$ cat src/lpsm_pkg.sv
// Shared constants for the link power state manager
package lpsm_pkg;

  // Link state codes, 8-bit code space 0..255
  localparam logic [7:0] LINK_FULL_ON = 8'h00;
  localparam logic [7:0] LINK_LOW_POWER = 8'h02;
  localparam logic [7:0] LINK_IDLE = 8'h03;
  // Reserved block and implementation-specific block bounds
  localparam logic [7:0] LINK_RSVD_SINGLE = 8'h01;
  localparam logic [7:0] LINK_RSVD_LO = 8'h04;
  localparam logic [7:0] LINK_RSVD_HI = 8'h7f;
  localparam logic [7:0] LINK_IMPL_LO = 8'h80;
  localparam logic [7:0] LINK_IMPL_HI = 8'hff;

  // Frames carrying the far-end power loss bit before it counts
  localparam logic [1:0] LPR_MIN_FRAMES = 2'h3;

  // Field widths
  localparam int RES_W = 16;
  localparam int TRIM_W = 8;

  // Reset values of the residency minimums and the trim ceiling
  localparam logic [RES_W-1:0] RES_FULL_MIN_RST = 16'h0000;
  localparam logic [RES_W-1:0] RES_LOW_MIN_RST = 16'h0000;
  localparam logic [TRIM_W-1:0] TRIM_MAX_RST = 8'h00;

  // Controller states
  typedef enum logic [2:0] {
    LPSM_IDLE,
    LPSM_INIT,
    LPSM_FULL,
    LPSM_ENTER_LOW,
    LPSM_SHUTDOWN,
    LPSM_LOW,
    LPSM_EXIT,
    LPSM_TRIM
  } lpsm_state_t;

endpackage

$ cat src/lpsm_link_power_state_manager.sv
`timescale 1ns/10ps
module lpsm_link_power_state_manager
  import lpsm_pkg::*;
#(
  parameter int RES_WIDTH = RES_W,
  parameter int TRIM_WIDTH = TRIM_W
) (
  input wire logic clock,
  input wire logic reset,
  // Configuration
  input wire logic cfg_line_activation_en,
  input wire logic [RES_WIDTH-1:0] cfg_min_full_on_cycles,
  input wire logic [RES_WIDTH-1:0] cfg_min_low_power_cycles,
  input wire logic [TRIM_WIDTH-1:0] cfg_max_trim_reduction,
  // Higher-layer commands (one-cycle pulses)
  input wire logic cmd_activate,
  input wire logic cmd_enter_low_power,
  input wire logic cmd_shutdown,
  input wire logic cmd_trim,
  input wire logic [TRIM_WIDTH-1:0] cmd_trim_reduction,
  // Local primitives and procedure results (one-cycle pulses)
  input wire logic self_test_done,
  input wire logic line_init_detected,
  input wire logic error_detected,
  input wire logic init_done,
  input wire logic init_failed,
  input wire logic high_rate_primitive,
  input wire logic bit_swap_needed,
  input wire logic exit_done,
  input wire logic exit_failed,
  // Remote transceiver indications
  input wire logic frame_strobe,
  input wire logic remote_lpr_bit,
  input wire logic los_defect,
  input wire logic remote_exit_request,
  input wire logic peer_grant,
  input wire logic peer_reject,
  // Status and control outputs
  output logic [7:0] link_state,
  output logic start_init,
  output logic start_low_power_entry,
  output logic start_shutdown,
  output logic start_low_power_exit,
  output logic start_trim,
  output logic [TRIM_WIDTH-1:0] trim_reduction,
  output logic tx_enable,
  output logic tx_reduced_power,
  output logic suppress_category_msgs,
  output logic protocol_active,
  output logic code_valid
);

  // Link state code for each controller state
  function automatic logic [7:0] state_code(input lpsm_state_t s);
    case (s)
      LPSM_FULL, LPSM_ENTER_LOW, LPSM_SHUTDOWN: state_code = LINK_FULL_ON;
      LPSM_LOW, LPSM_EXIT, LPSM_TRIM: state_code = LINK_LOW_POWER;
      default: state_code = LINK_IDLE;
    endcase
  endfunction

  // True for codes that this controller may legally report
  function automatic logic code_allowed(input logic [7:0] c);
    code_allowed = (c != LINK_RSVD_SINGLE) &&
                   !((c >= LINK_RSVD_LO) && (c <= LINK_RSVD_HI)) &&
                   !((c >= LINK_IMPL_LO) && (c <= LINK_IMPL_HI));
  endfunction

  lpsm_state_t state; // Current controller state
  lpsm_state_t next_state; // Controller state for the next cycle
  logic full_min_reached; // Full-on residency served
  logic low_min_reached; // Low-power residency served
  logic res_restart; // Restart residency on state code change
  logic [1:0] lpr_frames; // Consecutive frames with power loss bit
  logic lpr_armed; // Power loss bit seen often enough
  logic next_start_init; // Pulse values for the next cycle
  logic next_start_entry;
  logic next_start_shutdown;
  logic next_start_exit;
  logic next_start_trim;
  logic [TRIM_WIDTH-1:0] trim_clamped; // Trim amount capped at the limit

  // Residency restarts whenever the reported link state changes
  // Both timers share the restart, so entering low-power starts
  // the trim wait from zero
  assign res_restart = (state_code(next_state) != state_code(state));

  // Full-on minimum residency
  lpsm_residency_timer #(
    .WIDTH(RES_WIDTH)
  ) u_full_timer (
    .clock(clock),
    .reset(reset),
    .restart(res_restart),
    .min_cycles(cfg_min_full_on_cycles),
    .reached(full_min_reached)
  );

  // Low-power minimum residency before a trim
  lpsm_residency_timer #(
    .WIDTH(RES_WIDTH)
  ) u_low_timer (
    .clock(clock),
    .reset(reset),
    .restart(res_restart),
    .min_cycles(cfg_min_low_power_cycles),
    .reached(low_min_reached)
  );

  // Count frames carrying the far-end power loss bit
  // A frame without the bit breaks the run; the count saturates
  // so a lasting loss stays armed until the bit clears
  always_ff @(posedge clock) begin
    if (reset) begin
      lpr_frames <= 2'h0;
    end else if (frame_strobe) begin
      if (!remote_lpr_bit) begin
        lpr_frames <= 2'h0; // Run broken, start over
      end else if (lpr_frames != LPR_MIN_FRAMES) begin
        lpr_frames <= lpr_frames + 2'h1;
      end
    end
  end

  assign lpr_armed = (lpr_frames == LPR_MIN_FRAMES);

  // Requested trim never exceeds the configured ceiling
  // Over-limit requests are clamped rather than refused
  assign trim_clamped = (cmd_trim_reduction > cfg_max_trim_reduction) ?
                        cfg_max_trim_reduction : cmd_trim_reduction;

  // Transition decisions
  // Self-test completion outranks everything; below it each state
  // keeps its own priority, error recovery first except in idle, init and exit, which ignore it
  // Pulses default low so a held state starts nothing
  always_comb begin
    next_state = state;
    next_start_init = 1'b0;
    next_start_entry = 1'b0;
    next_start_shutdown = 1'b0;
    next_start_exit = 1'b0;
    next_start_trim = 1'b0;
    if (self_test_done) begin
      // Self-test completion forces idle from any state
      next_state = LPSM_IDLE;
    end else begin
      case (state)
        LPSM_IDLE: begin
          // Local activate, or line signalling when allowed
          // Activate wins over line signalling in the same cycle
          if (cmd_activate) begin
            next_state = LPSM_INIT;
            next_start_init = 1'b1;
          end else if (line_init_detected && cfg_line_activation_en) begin
            next_state = LPSM_INIT;
            next_start_init = 1'b1;
          end
        end
        LPSM_INIT: begin
          // Link reads idle until initialization finishes
          // A failed initialization drops back to idle
          if (init_done) begin
            next_state = LPSM_FULL;
          end else if (init_failed) begin
            next_state = LPSM_IDLE;
          end
        end
        LPSM_FULL: begin
          // Error recovery restarts initialization at once
          if (error_detected) begin
            next_state = LPSM_INIT;
            next_start_init = 1'b1;
          end else if (lpr_armed && los_defect) begin
            // Far end lost power: no handshake is possible
            next_state = LPSM_IDLE;
          end else if (cmd_shutdown && full_min_reached) begin
            // Shutdown outranks low-power entry
            next_state = LPSM_SHUTDOWN;
            next_start_shutdown = 1'b1;
          end else if (cmd_enter_low_power && full_min_reached) begin
            // Wait in full-on for the peer's answer
            next_state = LPSM_ENTER_LOW;
            next_start_entry = 1'b1;
          end
          // Any other trigger leaves the state alone
        end
        LPSM_ENTER_LOW: begin
          // Low-power entry only on peer grant
          if (error_detected) begin
            next_state = LPSM_INIT;
            next_start_init = 1'b1;
          end else if (peer_grant) begin
            next_state = LPSM_LOW;
          end else if (peer_reject) begin
            next_state = LPSM_FULL;
          end
        end
        LPSM_SHUTDOWN: begin
          // Only a grant completes the orderly shutdown
          if (error_detected) begin
            next_state = LPSM_INIT;
            next_start_init = 1'b1;
          end else if (peer_grant) begin
            next_state = LPSM_IDLE;
          end else if (peer_reject) begin
            next_state = LPSM_FULL;
          end
        end
        LPSM_LOW: begin
          // Error recovery first, then far-end power loss
          if (error_detected) begin
            next_state = LPSM_INIT;
            next_start_init = 1'b1;
          end else if (lpr_armed && los_defect) begin
            next_state = LPSM_IDLE;
          end else if (high_rate_primitive || bit_swap_needed ||
                       remote_exit_request) begin
            // Fast exit ignores the low-power minimum
            next_state = LPSM_EXIT;
            next_start_exit = 1'b1;
          end else if (cmd_trim && low_min_reached) begin
            // Trim waits out the low-power minimum
            next_state = LPSM_TRIM;
            next_start_trim = 1'b1;
          end
        end
        LPSM_EXIT: begin
          // Commit only when the exit procedure succeeds
          // A failed exit keeps the link in low-power
          if (exit_done) begin
            next_state = LPSM_FULL;
          end else if (exit_failed) begin
            next_state = LPSM_LOW;
          end
        end
        LPSM_TRIM: begin
          // Trim grant or reject both stay in low-power
          // Exit triggers may cut a pending trim short
          if (error_detected) begin
            next_state = LPSM_INIT;
            next_start_init = 1'b1;
          end else if (high_rate_primitive || bit_swap_needed ||
                       remote_exit_request) begin
            next_state = LPSM_EXIT;
            next_start_exit = 1'b1;
          end else if (peer_grant || peer_reject) begin
            next_state = LPSM_LOW;
          end
        end
        default: begin
          next_state = LPSM_IDLE;
        end
      endcase
    end
  end

  // Controller state register
  // Reset lands in idle with no procedure running
  always_ff @(posedge clock) begin
    if (reset) begin
      state <= LPSM_IDLE;
    end else begin
      state <= next_state;
    end
  end

  // Reported link state code
  // Taken from next_state so the code moves at the same edge
  // as the matching start pulse
  always_ff @(posedge clock) begin
    if (reset) begin
      link_state <= LINK_IDLE;
      code_valid <= 1'b1;
    end else begin
      link_state <= state_code(next_state);
      code_valid <= code_allowed(state_code(next_state));
    end
  end

  // Procedure start pulses
  // Each pulse stands for exactly one cycle
  always_ff @(posedge clock) begin
    if (reset) begin
      start_init <= 1'b0;
      start_low_power_entry <= 1'b0;
      start_shutdown <= 1'b0;
      start_low_power_exit <= 1'b0;
      start_trim <= 1'b0;
    end else begin
      start_init <= next_start_init;
      start_low_power_entry <= next_start_entry;
      start_shutdown <= next_start_shutdown;
      start_low_power_exit <= next_start_exit;
      start_trim <= next_start_trim;
    end
  end

  // Trim amount captured with the trim request
  // Held until the next accepted trim
  always_ff @(posedge clock) begin
    if (reset) begin
      trim_reduction <= TRIM_MAX_RST;
    end else if (next_start_trim) begin
      trim_reduction <= trim_clamped;
    end
  end

  // Transmitter and message-layer controls follow the link state
  // Also taken from next_state so they track link_state
  always_ff @(posedge clock) begin
    if (reset) begin
      tx_enable <= 1'b0;
      tx_reduced_power <= 1'b0;
      suppress_category_msgs <= 1'b0;
      protocol_active <= 1'b0;
    end else begin
      // Silent in idle, but initialization needs the line
      tx_enable <= (state_code(next_state) != LINK_IDLE) ||
                   (next_state == LPSM_INIT);
      tx_reduced_power <= (state_code(next_state) == LINK_LOW_POWER);
      suppress_category_msgs <= (state_code(next_state) == LINK_LOW_POWER);
      protocol_active <= (state_code(next_state) != LINK_IDLE);
    end
  end

endmodule

$ cat src/lpsm_residency_timer.sv
`timescale 1ns/10ps
// Counts cycles spent in the current link state and flags the minimum
module lpsm_residency_timer #(
  parameter int WIDTH = 16
) (
  input wire logic clock,
  input wire logic reset,
  input wire logic restart,
  input wire logic [WIDTH-1:0] min_cycles,
  output logic reached
);

  logic [WIDTH-1:0] count; // Saturating residency count

  // Count up from a restart, holding at the top value
  always_ff @(posedge clock) begin
    if (reset || restart) begin
      count <= '0;
    end else if (count != {WIDTH{1'b1}}) begin
      count <= count + 1'b1;
    end
  end

  // Registered flag: minimum has been served
  always_ff @(posedge clock) begin
    if (reset || restart) begin
      reached <= 1'b0;
    end else begin
      reached <= (count >= min_cycles);
    end
  end

endmodule

$ cat config.mk
export PLATFORM = sky130hd
export DESIGN_NAME = lpsm_link_power_state_manager
export DESIGN_NICKNAME = d
export VERILOG_FILES = /design/src/lpsm_pkg.sv /design/src/lpsm_link_power_state_manager.sv /design/src/lpsm_residency_timer.sv
export SDC_FILE = /design/constraint.sdc
export NUM_CORES = 1
export LEC_CHECK = 0
export ABC_AREA = 1
export CAP_MARGIN = 15
export CORE_ASPECT_RATIO = 0.5
export CORE_MARGIN = 4
export CORE_UTILIZATION = 35
export CTS_CLUSTER_SIZE = 14
export DETAILED_ROUTE_END_ITERATION = 8
export DONT_BUFFER_PORTS = 1
export SLEW_MARGIN = 5
export SYNTH_ARGS = -nofsm -noshare
export SYNTH_HDL_FRONTEND = slang
export SYNTH_HIERARCHICAL = 1
export SYNTH_SLANG_ARGS = --single-unit
$ cat constraint.sdc
create_clock -name clock -period 2.5 [get_ports clock]
set_clock_uncertainty 0.1 [all_clocks]
set_input_delay 0.125 -clock clock [delete_from_list [all_inputs] [get_ports clock]]
set_output_delay 0.125 -clock clock [all_outputs]
set_load 0.02 [all_outputs]
== Word-level counts from Yosys, hierarchy flattened ==
Index checks and enable logic that the tools add are counted.

* Word-level logic and storage cells: 124
* Latch bits: 0
* Memories kept: 0
* Bits in writable memories: 0
* Output and inout port bits: 26
* Bits in read-only memories: 0
* Bits in registers: 64

* Reductions and logical operators: 26
* Multiply operators: 0
* Bitwise logic cells: 1
* Muxes and demuxes: 47
* Equal/unequal tests: 23
* Shifts and indexed selects: 0
* Add/subtract/negate cells: 3
* $lt $le $gt $ge: 7
* Divide/modulo/power cells: 0

{| class="wikitable"
|+ Operators by type and width
! kind !! count
|-
| 3-bit 2-to-1 mux || 23
|-
| 16-bit by 1-bit adder with 16-bit output (second input constant) || 2
|-
| 16-bit >= comparator || 2
|-
| 16-bit != test (second input constant) || 2
|-
| 3-bit == test (second input constant) || 8
|-
| 3-bit case mux with 8 select lines || 1
|-
| 8-bit 2-to-1 mux || 2
|-
| 1-bit 2-to-1 mux || 15
|-
| 3-bit by 2-bit == test with 1-bit output (second input constant) || 4
|-
| 3-bit OR reduction || 4
|-
| 5-bit OR reduction || 2
|-
| 1-bit logical AND || 9
|-
| 8-bit by 2-bit == test with 1-bit output (second input constant) || 1
|-
| 8-bit by 3-bit >= comparator with 1-bit output (second input constant) || 1
|-
| 8-bit >= comparator (second input constant) || 1
|-
| 8-bit > comparator || 1
|-
| 8-bit by 7-bit less-or-equal comparator with 1-bit output (second input constant) || 1
|-
| 8-bit less-or-equal comparator (second input constant) || 1
|-
| 8-bit by 1-bit != test with 1-bit output (second input constant) || 1
|-
| 8-bit by 2-bit != test with 1-bit output (second input constant) || 1
|-
| 8-bit != test || 1
|-
| 2-bit case mux with 2 select lines || 2
|-
| 3-bit by 1-bit == test with 1-bit output (second input constant) || 2
|-
| 6-bit OR reduction || 1
|-
| other kinds (12) || 19
|}

== Longest topological paths before layout ==
Gate-level depths: netlist (run 1).

* Depth after elaboration: 16
* Depth in mapped cells: 19
* Depth with buffers taken out: 17

== Hierarchy ==
The synthesis (run 1) kept the hierarchy.

{| class="wikitable"
|+ Modules (own cells, without submodules)
! module !! area each (µm²) !! instances !! cells each
|-
| lpsm_residency_timer || 1336.3 || 2 || 209
|-
| lpsm_link_power_state_manager || 1647.8 || 1 || 247
|}

== Worst setup path after synthesis (run 1) ==
No wires, ideal clock.

* Kind: flip-flop to flip-flop
* From: reg lpr_frames[0]
* To: reg u_full_timer.count[3]
* Path buffers: 1
* Clock period less this slack: 2.203 ns
* Library setup time: 0.074 ns
* Cell stages (with the launch flop): 18
* Required time: 2.326 ns
* Arrival: 2.029 ns
* Setup slack: 0.297 ns
* Path through: dfxtp_1 -> ha_1 -> nand2_1 -> inv_1 -> o21ai_2 -> nor2_1 -> nand2_1 -> nand2_1 -> nand2_1 -> nand2_2 -> clkinv_2 -> nand3_2 -> nand3_1 -> nand3_2 -> nor2_1 -> inv_1 -> clkbuf_1 -> a31oi_1

* Cells in the longest elaborated chain, start to end: 11
* Elaborated cells between the ends (all ways): 19
* Classes of those cells: eq/ne: 8; mux: 7; reduce/logical: 4

{| class="wikitable"
|+ RTL lines
! element !! RTL line !! text
|-
| from (decl) || lpsm_link_power_state_manager.sv:74 || <nowiki>logic [1:0] lpr_frames;</nowiki>
|-
| from (signal assigned) || lpsm_link_power_state_manager.sv:120 || <nowiki>lpr_frames <= lpr_frames + 2'h1;</nowiki>
|-
| 2-bit == test * || lpsm_link_power_state_manager.sv:125 || <nowiki>assign lpr_armed = (lpr_frames == LPR_MIN_FRAMES);</nowiki>
|-
| 1-bit logical AND * || lpsm_link_power_state_manager.sv:173, lpsm_link_power_state_manager.sv:214 ||
|-
| 3-bit 2-to-1 mux (on tied branches) || lpsm_link_power_state_manager.sv:214, lpsm_link_power_state_manager.sv:173 ||
|-
| 3-bit 2-to-1 mux (on tied branches) || lpsm_link_power_state_manager.sv:211, lpsm_link_power_state_manager.sv:170 ||
|-
| 3-bit case mux with 8 select lines * || lpsm_link_power_state_manager.sv:147 || <nowiki>case (state)</nowiki>
|-
| 3-bit 2-to-1 mux * || lpsm_link_power_state_manager.sv:143 || <nowiki>if (self_test_done) begin</nowiki>
|-
| 3-bit == test or 3-bit by 2-bit == test with 1-bit output (tied branches) || lpsm_link_power_state_manager.sv:55 || <nowiki>case (s)</nowiki>
|-
| 3-bit OR reduction || lpsm_link_power_state_manager.sv:55 ||
|-
| 2-bit case mux with 2 select lines * || lpsm_link_power_state_manager.sv:55 ||
|-
| 8-bit != test * || lpsm_link_power_state_manager.sv:86 || <nowiki>assign res_restart = (state_code(next_state) != state_code(state));</nowiki>
|-
| named net res_restart || lpsm_link_power_state_manager.sv:73 || <nowiki>logic res_restart;</nowiki>
|-
| 1-bit logical OR * || lpsm_residency_timer.sv:17 || <nowiki>if (reset || restart) begin</nowiki>
|-
| to (signal assigned) || lpsm_residency_timer.sv:20 || <nowiki>count <= count + 1'b1;</nowiki>
|-
| to (decl) || lpsm_residency_timer.sv:13 || <nowiki>logic [WIDTH-1:0] count;</nowiki>
|}

Mark *: on every way through the listed nets, which the timed path passes. The rest lies on a longest branch.
A chain may end at the register's enable or synchronous reset.

== Final worst setup path (run 1) ==
* From: reg lpr_frames[0]
* To: reg trim_reduction[0]

* Cells in the longest elaborated chain, start to end: 6

{| class="wikitable"
|+ RTL lines
! element !! RTL line !! text
|-
| 2-bit == test || lpsm_link_power_state_manager.sv:125 ||
|-
| 1-bit logical AND || lpsm_link_power_state_manager.sv:214 || <nowiki>end else if (lpr_armed && los_defect) begin</nowiki>
|-
| 1-bit 2-to-1 mux || lpsm_link_power_state_manager.sv:214 ||
|-
| 1-bit 2-to-1 mux || lpsm_link_power_state_manager.sv:211 || <nowiki>if (error_detected) begin</nowiki>
|-
| 1-bit 2-to-1 mux || lpsm_link_power_state_manager.sv:147 ||
|-
| 1-bit 2-to-1 mux || lpsm_link_power_state_manager.sv:143 ||
|-
| to (signal assigned) || lpsm_link_power_state_manager.sv:304 || <nowiki>trim_reduction <= trim_clamped;</nowiki>
|-
| to (decl) || lpsm_link_power_state_manager.sv:45 || <nowiki>output logic [TRIM_WIDTH-1:0] trim_reduction,</nowiki>
|}

No other way between the ends.

==> impl_metrics.tcl, run 1 <==
set metrics [dict create \
    status "complete, but fails checks" \
    violations "negative hold slack" \
    fin_util_pct 41.5 \
    mostFrequentLayoutCell "nand2_1" \
    nets 799 \
    io_pins 96 \
    timing.hold.ws_ps -1.24 \
    drt_iter0_drc 193 \
    design_area_um2 4960 \
    synth_cells 665 \
    diodes 0 \
    setup.worst_path.class "reg2reg" \
    slowest_stage "dlygate4sd3_1" \
    worst-endpoint-required_ps 2660 \
    setup_tns_ps 0 \
    yosys_most_used_dff "dfxtp_1" \
    irDropWorstVdd_mv 0.238 \
    dp.cells 823 \
    min_period_ps 2350 \
    htreeDepth 3 \
    grt_antenna_before_repair 0 \
    slowest_delay_ps 550 \
    nFillCells 1258 \
    powerDensity_nw_per_um2 509 \
    cts_tree "yes" \
    wl_per_cell_um 12.1 \
    worstHoldPathType "in2reg" \
    cts_buffers 9 \
    start_kind "flip-flop" \
    drtPass1Iterations 4 \
    layout.area.seq_um2 1160 \
    die_w_um 165 \
    max_freq_ghz 0.425 \
    most-common-layout-cells "nand2_1, inv_1, nor2_1" \
    vias 3998 \
    slew_headroom_pct 59.7 \
    clk_path_buf_depth 2 \
    layout.cells.non_filler 856 \
    fin_crit_sh_pct 94.1 \
    clk-insertion-delay-late_ps 320 \
    drcViolationCount 0 \
    pre_cts_slack_ps 134 \
    synth.cell_area_um2 4320 \
    crit_path_end_kind "flip-flop" \
    grt.total_usage_pct 14.6 \
    critPathMaxFanout 15 \
    max_cap_viol_count 0 \
    worstPathArrival_ps 2520 \
    vias_per_cell 4.67 \
    drv_slew 0 \
    fin_ws_ps 147 \
    syn_to_final_growth_pct 14.8 \
    cts_sinks 58 \
    p_leak_nw 2.44 \
    rows 28 \
    total_power_mw 2.52 \
    grt_max_degree 17 \
    coreArea_um2 11900 \
    place_hpwl_um 8150 \
    synth_area_leaders "dfxtp_1, nand2_1, ha_1" \
    worstMarginPinSlew_ps 602 \
    place_area_um2 4460 \
    synthMuxAreaShare_pct 0 \
    rsz0062_at_grt "no" \
    synth_compound_area_share_pct 11.5 \
    start_util_pct 36.2 \
    drive_gt1_share_pct 11.0 \
    synth_seq_cells 58 \
    grt_pass1_vias 3603 \
    cp_common_cell "nand2_1" \
    finalSetupViolations 0 \
    synthArstFlopShare_pct 0 \
    crit_path_cell_trace "ha_1 -> nand2_1 -> nand2_1 -> nor4_4 -> buf_6 -> inv_2 -> a21oi_1 -> o21ai_1 -> a21oi_2 -> dlygate4sd3_1" \
    cts_setup_buffers 0 \
    yosys.cell_types.count 37 \
    synth_edf_count 0 \
    yosys.area.top_type "dfxtp_1" \
    synthXorXnorAreaFrac_pct 0.811 \
    ctsRootBufferMaster "clkbuf_16" \
    multi_input_area_um2 2570 \
    drt_wl_total_um 10300 \
    hold_viol 2 \
    dieArea_um2 14300 \
    synth_top_family_by_area "simple AND/OR/NAND/NOR gates" \
    ys_warn_count 6 \
    syn_avg_cell_area_um2 6.50 \
    synthSimpleGateAreaFrac_pct 34.0 \
    place_congestion 0.827 \
    ant_nets 0 \
    synthAdderAreaFrac_pct 12.5 \
    synth_top_area_share_pct 26.9 \
    die_h_um 86.6 \
    overflow 0 \
    path_clk_slew_ps 50 \
    grt_first_pass_wirelength_um 17000 \
    io_buffers 0 \
    ys_seq_area_share_pct 26.9 \
]
-- worst paths after layout --
check                        startpoint  depth (start not counted)  slack, ps                     to
setup / recovery          lpr_frames[0]                         10        150      trim_reduction[0]
hold / removal                    reset                          3         -1  u_full_timer/count[2]
setup reg to reg          lpr_frames[0]                         10        150      trim_reduction[0]
hold reg to reg   u_full_timer/count[0]                          2        390  u_full_timer/count[0]
-- synthesized netlist by cell type, types with 5 or more instances --
cell       n
a21oi_1   36
a31oi_1   10
buf_4      9
dfxtp_1   58
ha_1      43
inv_1    117
inv_2     10
nand2_1  170
nand2_2    8
nand3_1   37
nand3_2    7
nand4_1   12
nor2_1    67
nor3_1     5
o21ai_0   21
o21ai_1    8
-- power by group --
group          total (mW)  switching, mW  internal (mW)
Sequential          0.965         0.0213          0.944
Combinational       0.248          0.153         0.0946
Clock                1.31          0.416          0.895
-- logic make-up after synthesis --
logic type | Yosys count
other cells | 2
compound gates | 88
buf+inv | 147
simple gates | 323
xor+xnor | 4
fa+ha+maj | 43
flops | 58
-- per-layer routing --
layer  part of all wire (%)  wire, µm  vias up  track usage, %
met2                     44      4580       97            22.5
li1                       -         -     2138               -
met5                      0         0        -               0
met3                    6.3       651       11            4.28
met1                     48      4980     1752            20.1
met4                    1.2       124        0            3.47
-- sequential cells by signal, indices dropped and copies added, names as in the netlist --
| register | count |
|---|---|
| start_trim | 1 |
| u_low_timer/reached | 1 |
| state | 3 |
| tx_enable | 1 |
| link_state | 2 |
| code_valid | 1 |
| suppress_category_msgs | 1 |
| start_low_power_entry | 1 |
| lpr_frames | 2 |
| u_full_timer/count | 16 |
| start_init | 1 |
| start_shutdown | 1 |
| u_full_timer/reached | 1 |
| u_low_timer/count | 16 |
| protocol_active | 1 |
| start_low_power_exit | 1 |
| trim_reduction | 8 |
-- what timing repair did --
action,CTS,global route
resized for setup,0,7
hold endpoints to repair,19,0
hold buffers,17,0
endpoints found under the setup margin,0,23
-- final cells by class --
cell class	count	area share [%]
clock inverter	5	1.56
clock buffer	11	4.89
inverter	131	10.0
sequential	58	23.5
tap	165	4.16
timing repair buffer	21	4.11
multi-input combinational	465	51.8
-- worst max-delay path, delay by kind of cell (launching register included) --
family                     cells  cell delay [ps]
adders and majority gates      1              210
buffers and inverters          3              830
AOI/OAI and AO/OA              3              330
and+or+nand+nor                3              510
DFF                            1              310
(Power assumes the default switching activity.)
==> run 2: changes to the inputs <==
--- a/config.mk
+++ b/config.mk
@@ -13,6 +13,7 @@
 export CTS_CLUSTER_SIZE = 14
 export DETAILED_ROUTE_END_ITERATION = 8
 export DONT_BUFFER_PORTS = 1
+export SETUP_SLACK_MARGIN = 0.05
 export SLEW_MARGIN = 5
 export SYNTH_ARGS = -nofsm -noshare
 export SYNTH_HDL_FRONTEND = slang
==> constraint.sdc (replaced) <==
create_clock -name clock -period 2.8 [get_ports clock]
set_clock_uncertainty 0.1 [all_clocks]
set_input_delay 0.14 -clock clock [delete_from_list [all_inputs] [get_ports clock]]
set_output_delay 0.14 -clock clock [all_outputs]
set_load 0.02 [all_outputs]
==> impl_metrics.tcl, run 2 (synthesized netlist as in run 1, its figures left out) <==
set metrics [dict create \
    cts_buffers 9 \
    vias_per_cell 4.68 \
    worstPathArrival_ps 2520 \
    nets 798 \
    ant_nets 0 \
    drt_wl_total_um 10300 \
    start_kind "flip-flop" \
    min_period_ps 2360 \
    place_area_um2 4450 \
    timing.hold.ws_ps 18.5 \
    dieArea_um2 14300 \
    fin_crit_sh_pct 84.2 \
    max_freq_ghz 0.424 \
    rsz0062_at_grt "no" \
    grt_max_degree 17 \
    cts_setup_buffers 0 \
    slew_headroom_pct 59.0 \
    drcViolationCount 0 \
    worstHoldPathType "in2reg" \
    hold_viol 0 \
    grt_antenna_before_repair 0 \
    path_clk_slew_ps 50 \
    htreeDepth 3 \
    slowest_delay_ps 540 \
    place_hpwl_um 8150 \
    syn_to_final_growth_pct 14.4 \
    die_h_um 86.6 \
    clk-insertion-delay-late_ps 320 \
    diodes 0 \
    coreArea_um2 11900 \
    dp.cells 822 \
    mostFrequentLayoutCell "nand2_1" \
    start_util_pct 36.2 \
    io_buffers 0 \
    drt_iter0_drc 181 \
    cts_sinks 58 \
    rows 28 \
    clk_path_buf_depth 2 \
    powerDensity_nw_per_um2 458 \
    layout.cells.non_filler 855 \
    setup.worst_path.class "reg2reg" \
    crit_path_end_kind "flip-flop" \
    design_area_um2 4940 \
    grt_pass1_vias 3785 \
    grt_first_pass_wirelength_um 17100 \
    ctsRootBufferMaster "clkbuf_16" \
    critPathMaxFanout 15 \
    drtPass1Iterations 5 \
    die_w_um 165 \
    drv_slew 0 \
    drive_gt1_share_pct 10.0 \
    vias 4002 \
    io_pins 96 \
    worst-endpoint-required_ps 2970 \
    irDropWorstVdd_mv 0.226 \
    slowest_stage "dlygate4sd3_1" \
    worstMarginPinSlew_ps 614 \
    place_congestion 0.849 \
    max_cap_viol_count 0 \
    finalSetupViolations 0 \
    p_leak_nw 2.43 \
    status "completed" \
    crit_path_cell_trace "nand3_4 -> nor4_4 -> buf_4 -> inv_2 -> a21oi_1 -> o21ai_1 -> a21oi_2 -> dlygate4sd3_1" \
    reg_top3 "u_full_timer/count x16, u_low_timer/count x16, trim_reduction x8" \
    overflow 0 \
    most-common-layout-cells "nand2_1, inv_1, nor2_1" \
    wl_per_cell_um 12.1 \
    cts_tree "yes" \
    setup_tns_ps 0 \
    grt.total_usage_pct 14.9 \
    fin_util_pct 41.4 \
]
==> run 2: changes by cell type in the layout (fill, tap and decap cells not counted), moves of 2 or more <==
cell / previous run / this run
inv_1: 115 / 117
nor2_1: 65 / 67
nor2_2: 6 / 4
dfxtp_1: 56 / 58
inv_2: 12 / 10
dfxtp_2: 2 / 0
==> run 2: layout make-up <==
class | instances | area [µm²]
Fill cell | 1272 | 7010
Multi-Input combinational cell | 465 | 2560
Sequential cell | 58 | 1160
Inverter | 131 | 497
Clock buffer | 11 | 243
Tap cell | 165 | 206
Timing Repair Buffer | 20 | 193
Clock inverter | 5 | 77.6
==> run 2: final timing paths <==
path	slack, ps	to	start	depth (start not counted)
max	440	trim_reduction[0]	state[0]	8
min	20	link_state[0]	reset	2
max reg2reg	440	trim_reduction[0]	state[0]	8
min reg2reg	380	u_low_timer/count[0]	u_low_timer/count[0]	2
==> run 2: layer usage <==
metal  part of all wire, %  routed length [µm]  GRT usage (%)
met5                     0                   0              0
met4                   1.4                 148           4.60
met3                   5.3                 549           4.28
met2                    45                4670           24.4
met1                    48                4960           19.1
==> run 2: timing repair <==
item	in CTS	in global routing
gates resized for setup	0	0
endpoints found under the hold margin	20	0
hold buffers	17	0
==> run 2: report_power, final <==
part	internal, mW	switching (mW)	total (mW)
logic	0.0834	0.133	0.216
clock network	0.800	0.383	1.18
registers	0.842	0.0198	0.862
total	1.73	0.536	2.26
==> run 2: per-stage QoR <==
stage | power, mW | setup WS (ps)
after detailed placement | 1.07 | 460
after global routing | 2.36 | 167
final | 2.26 | 442
after global placement | 1.07 | 512
after CTS | 2.29 | 446
after floorplan | 1.04 | 597
==> run 2: worst max-delay path, delay by kind of cell (launching register included) <==
| family | cells | cell delay, ps |
|---|---|---|
| flip-flops | 1 | 530 |
| AND/OR/NAND/NOR | 2 | 470 |
| AO/OA/AOI/OAI | 3 | 330 |
| buffers and inverters | 3 | 860 |
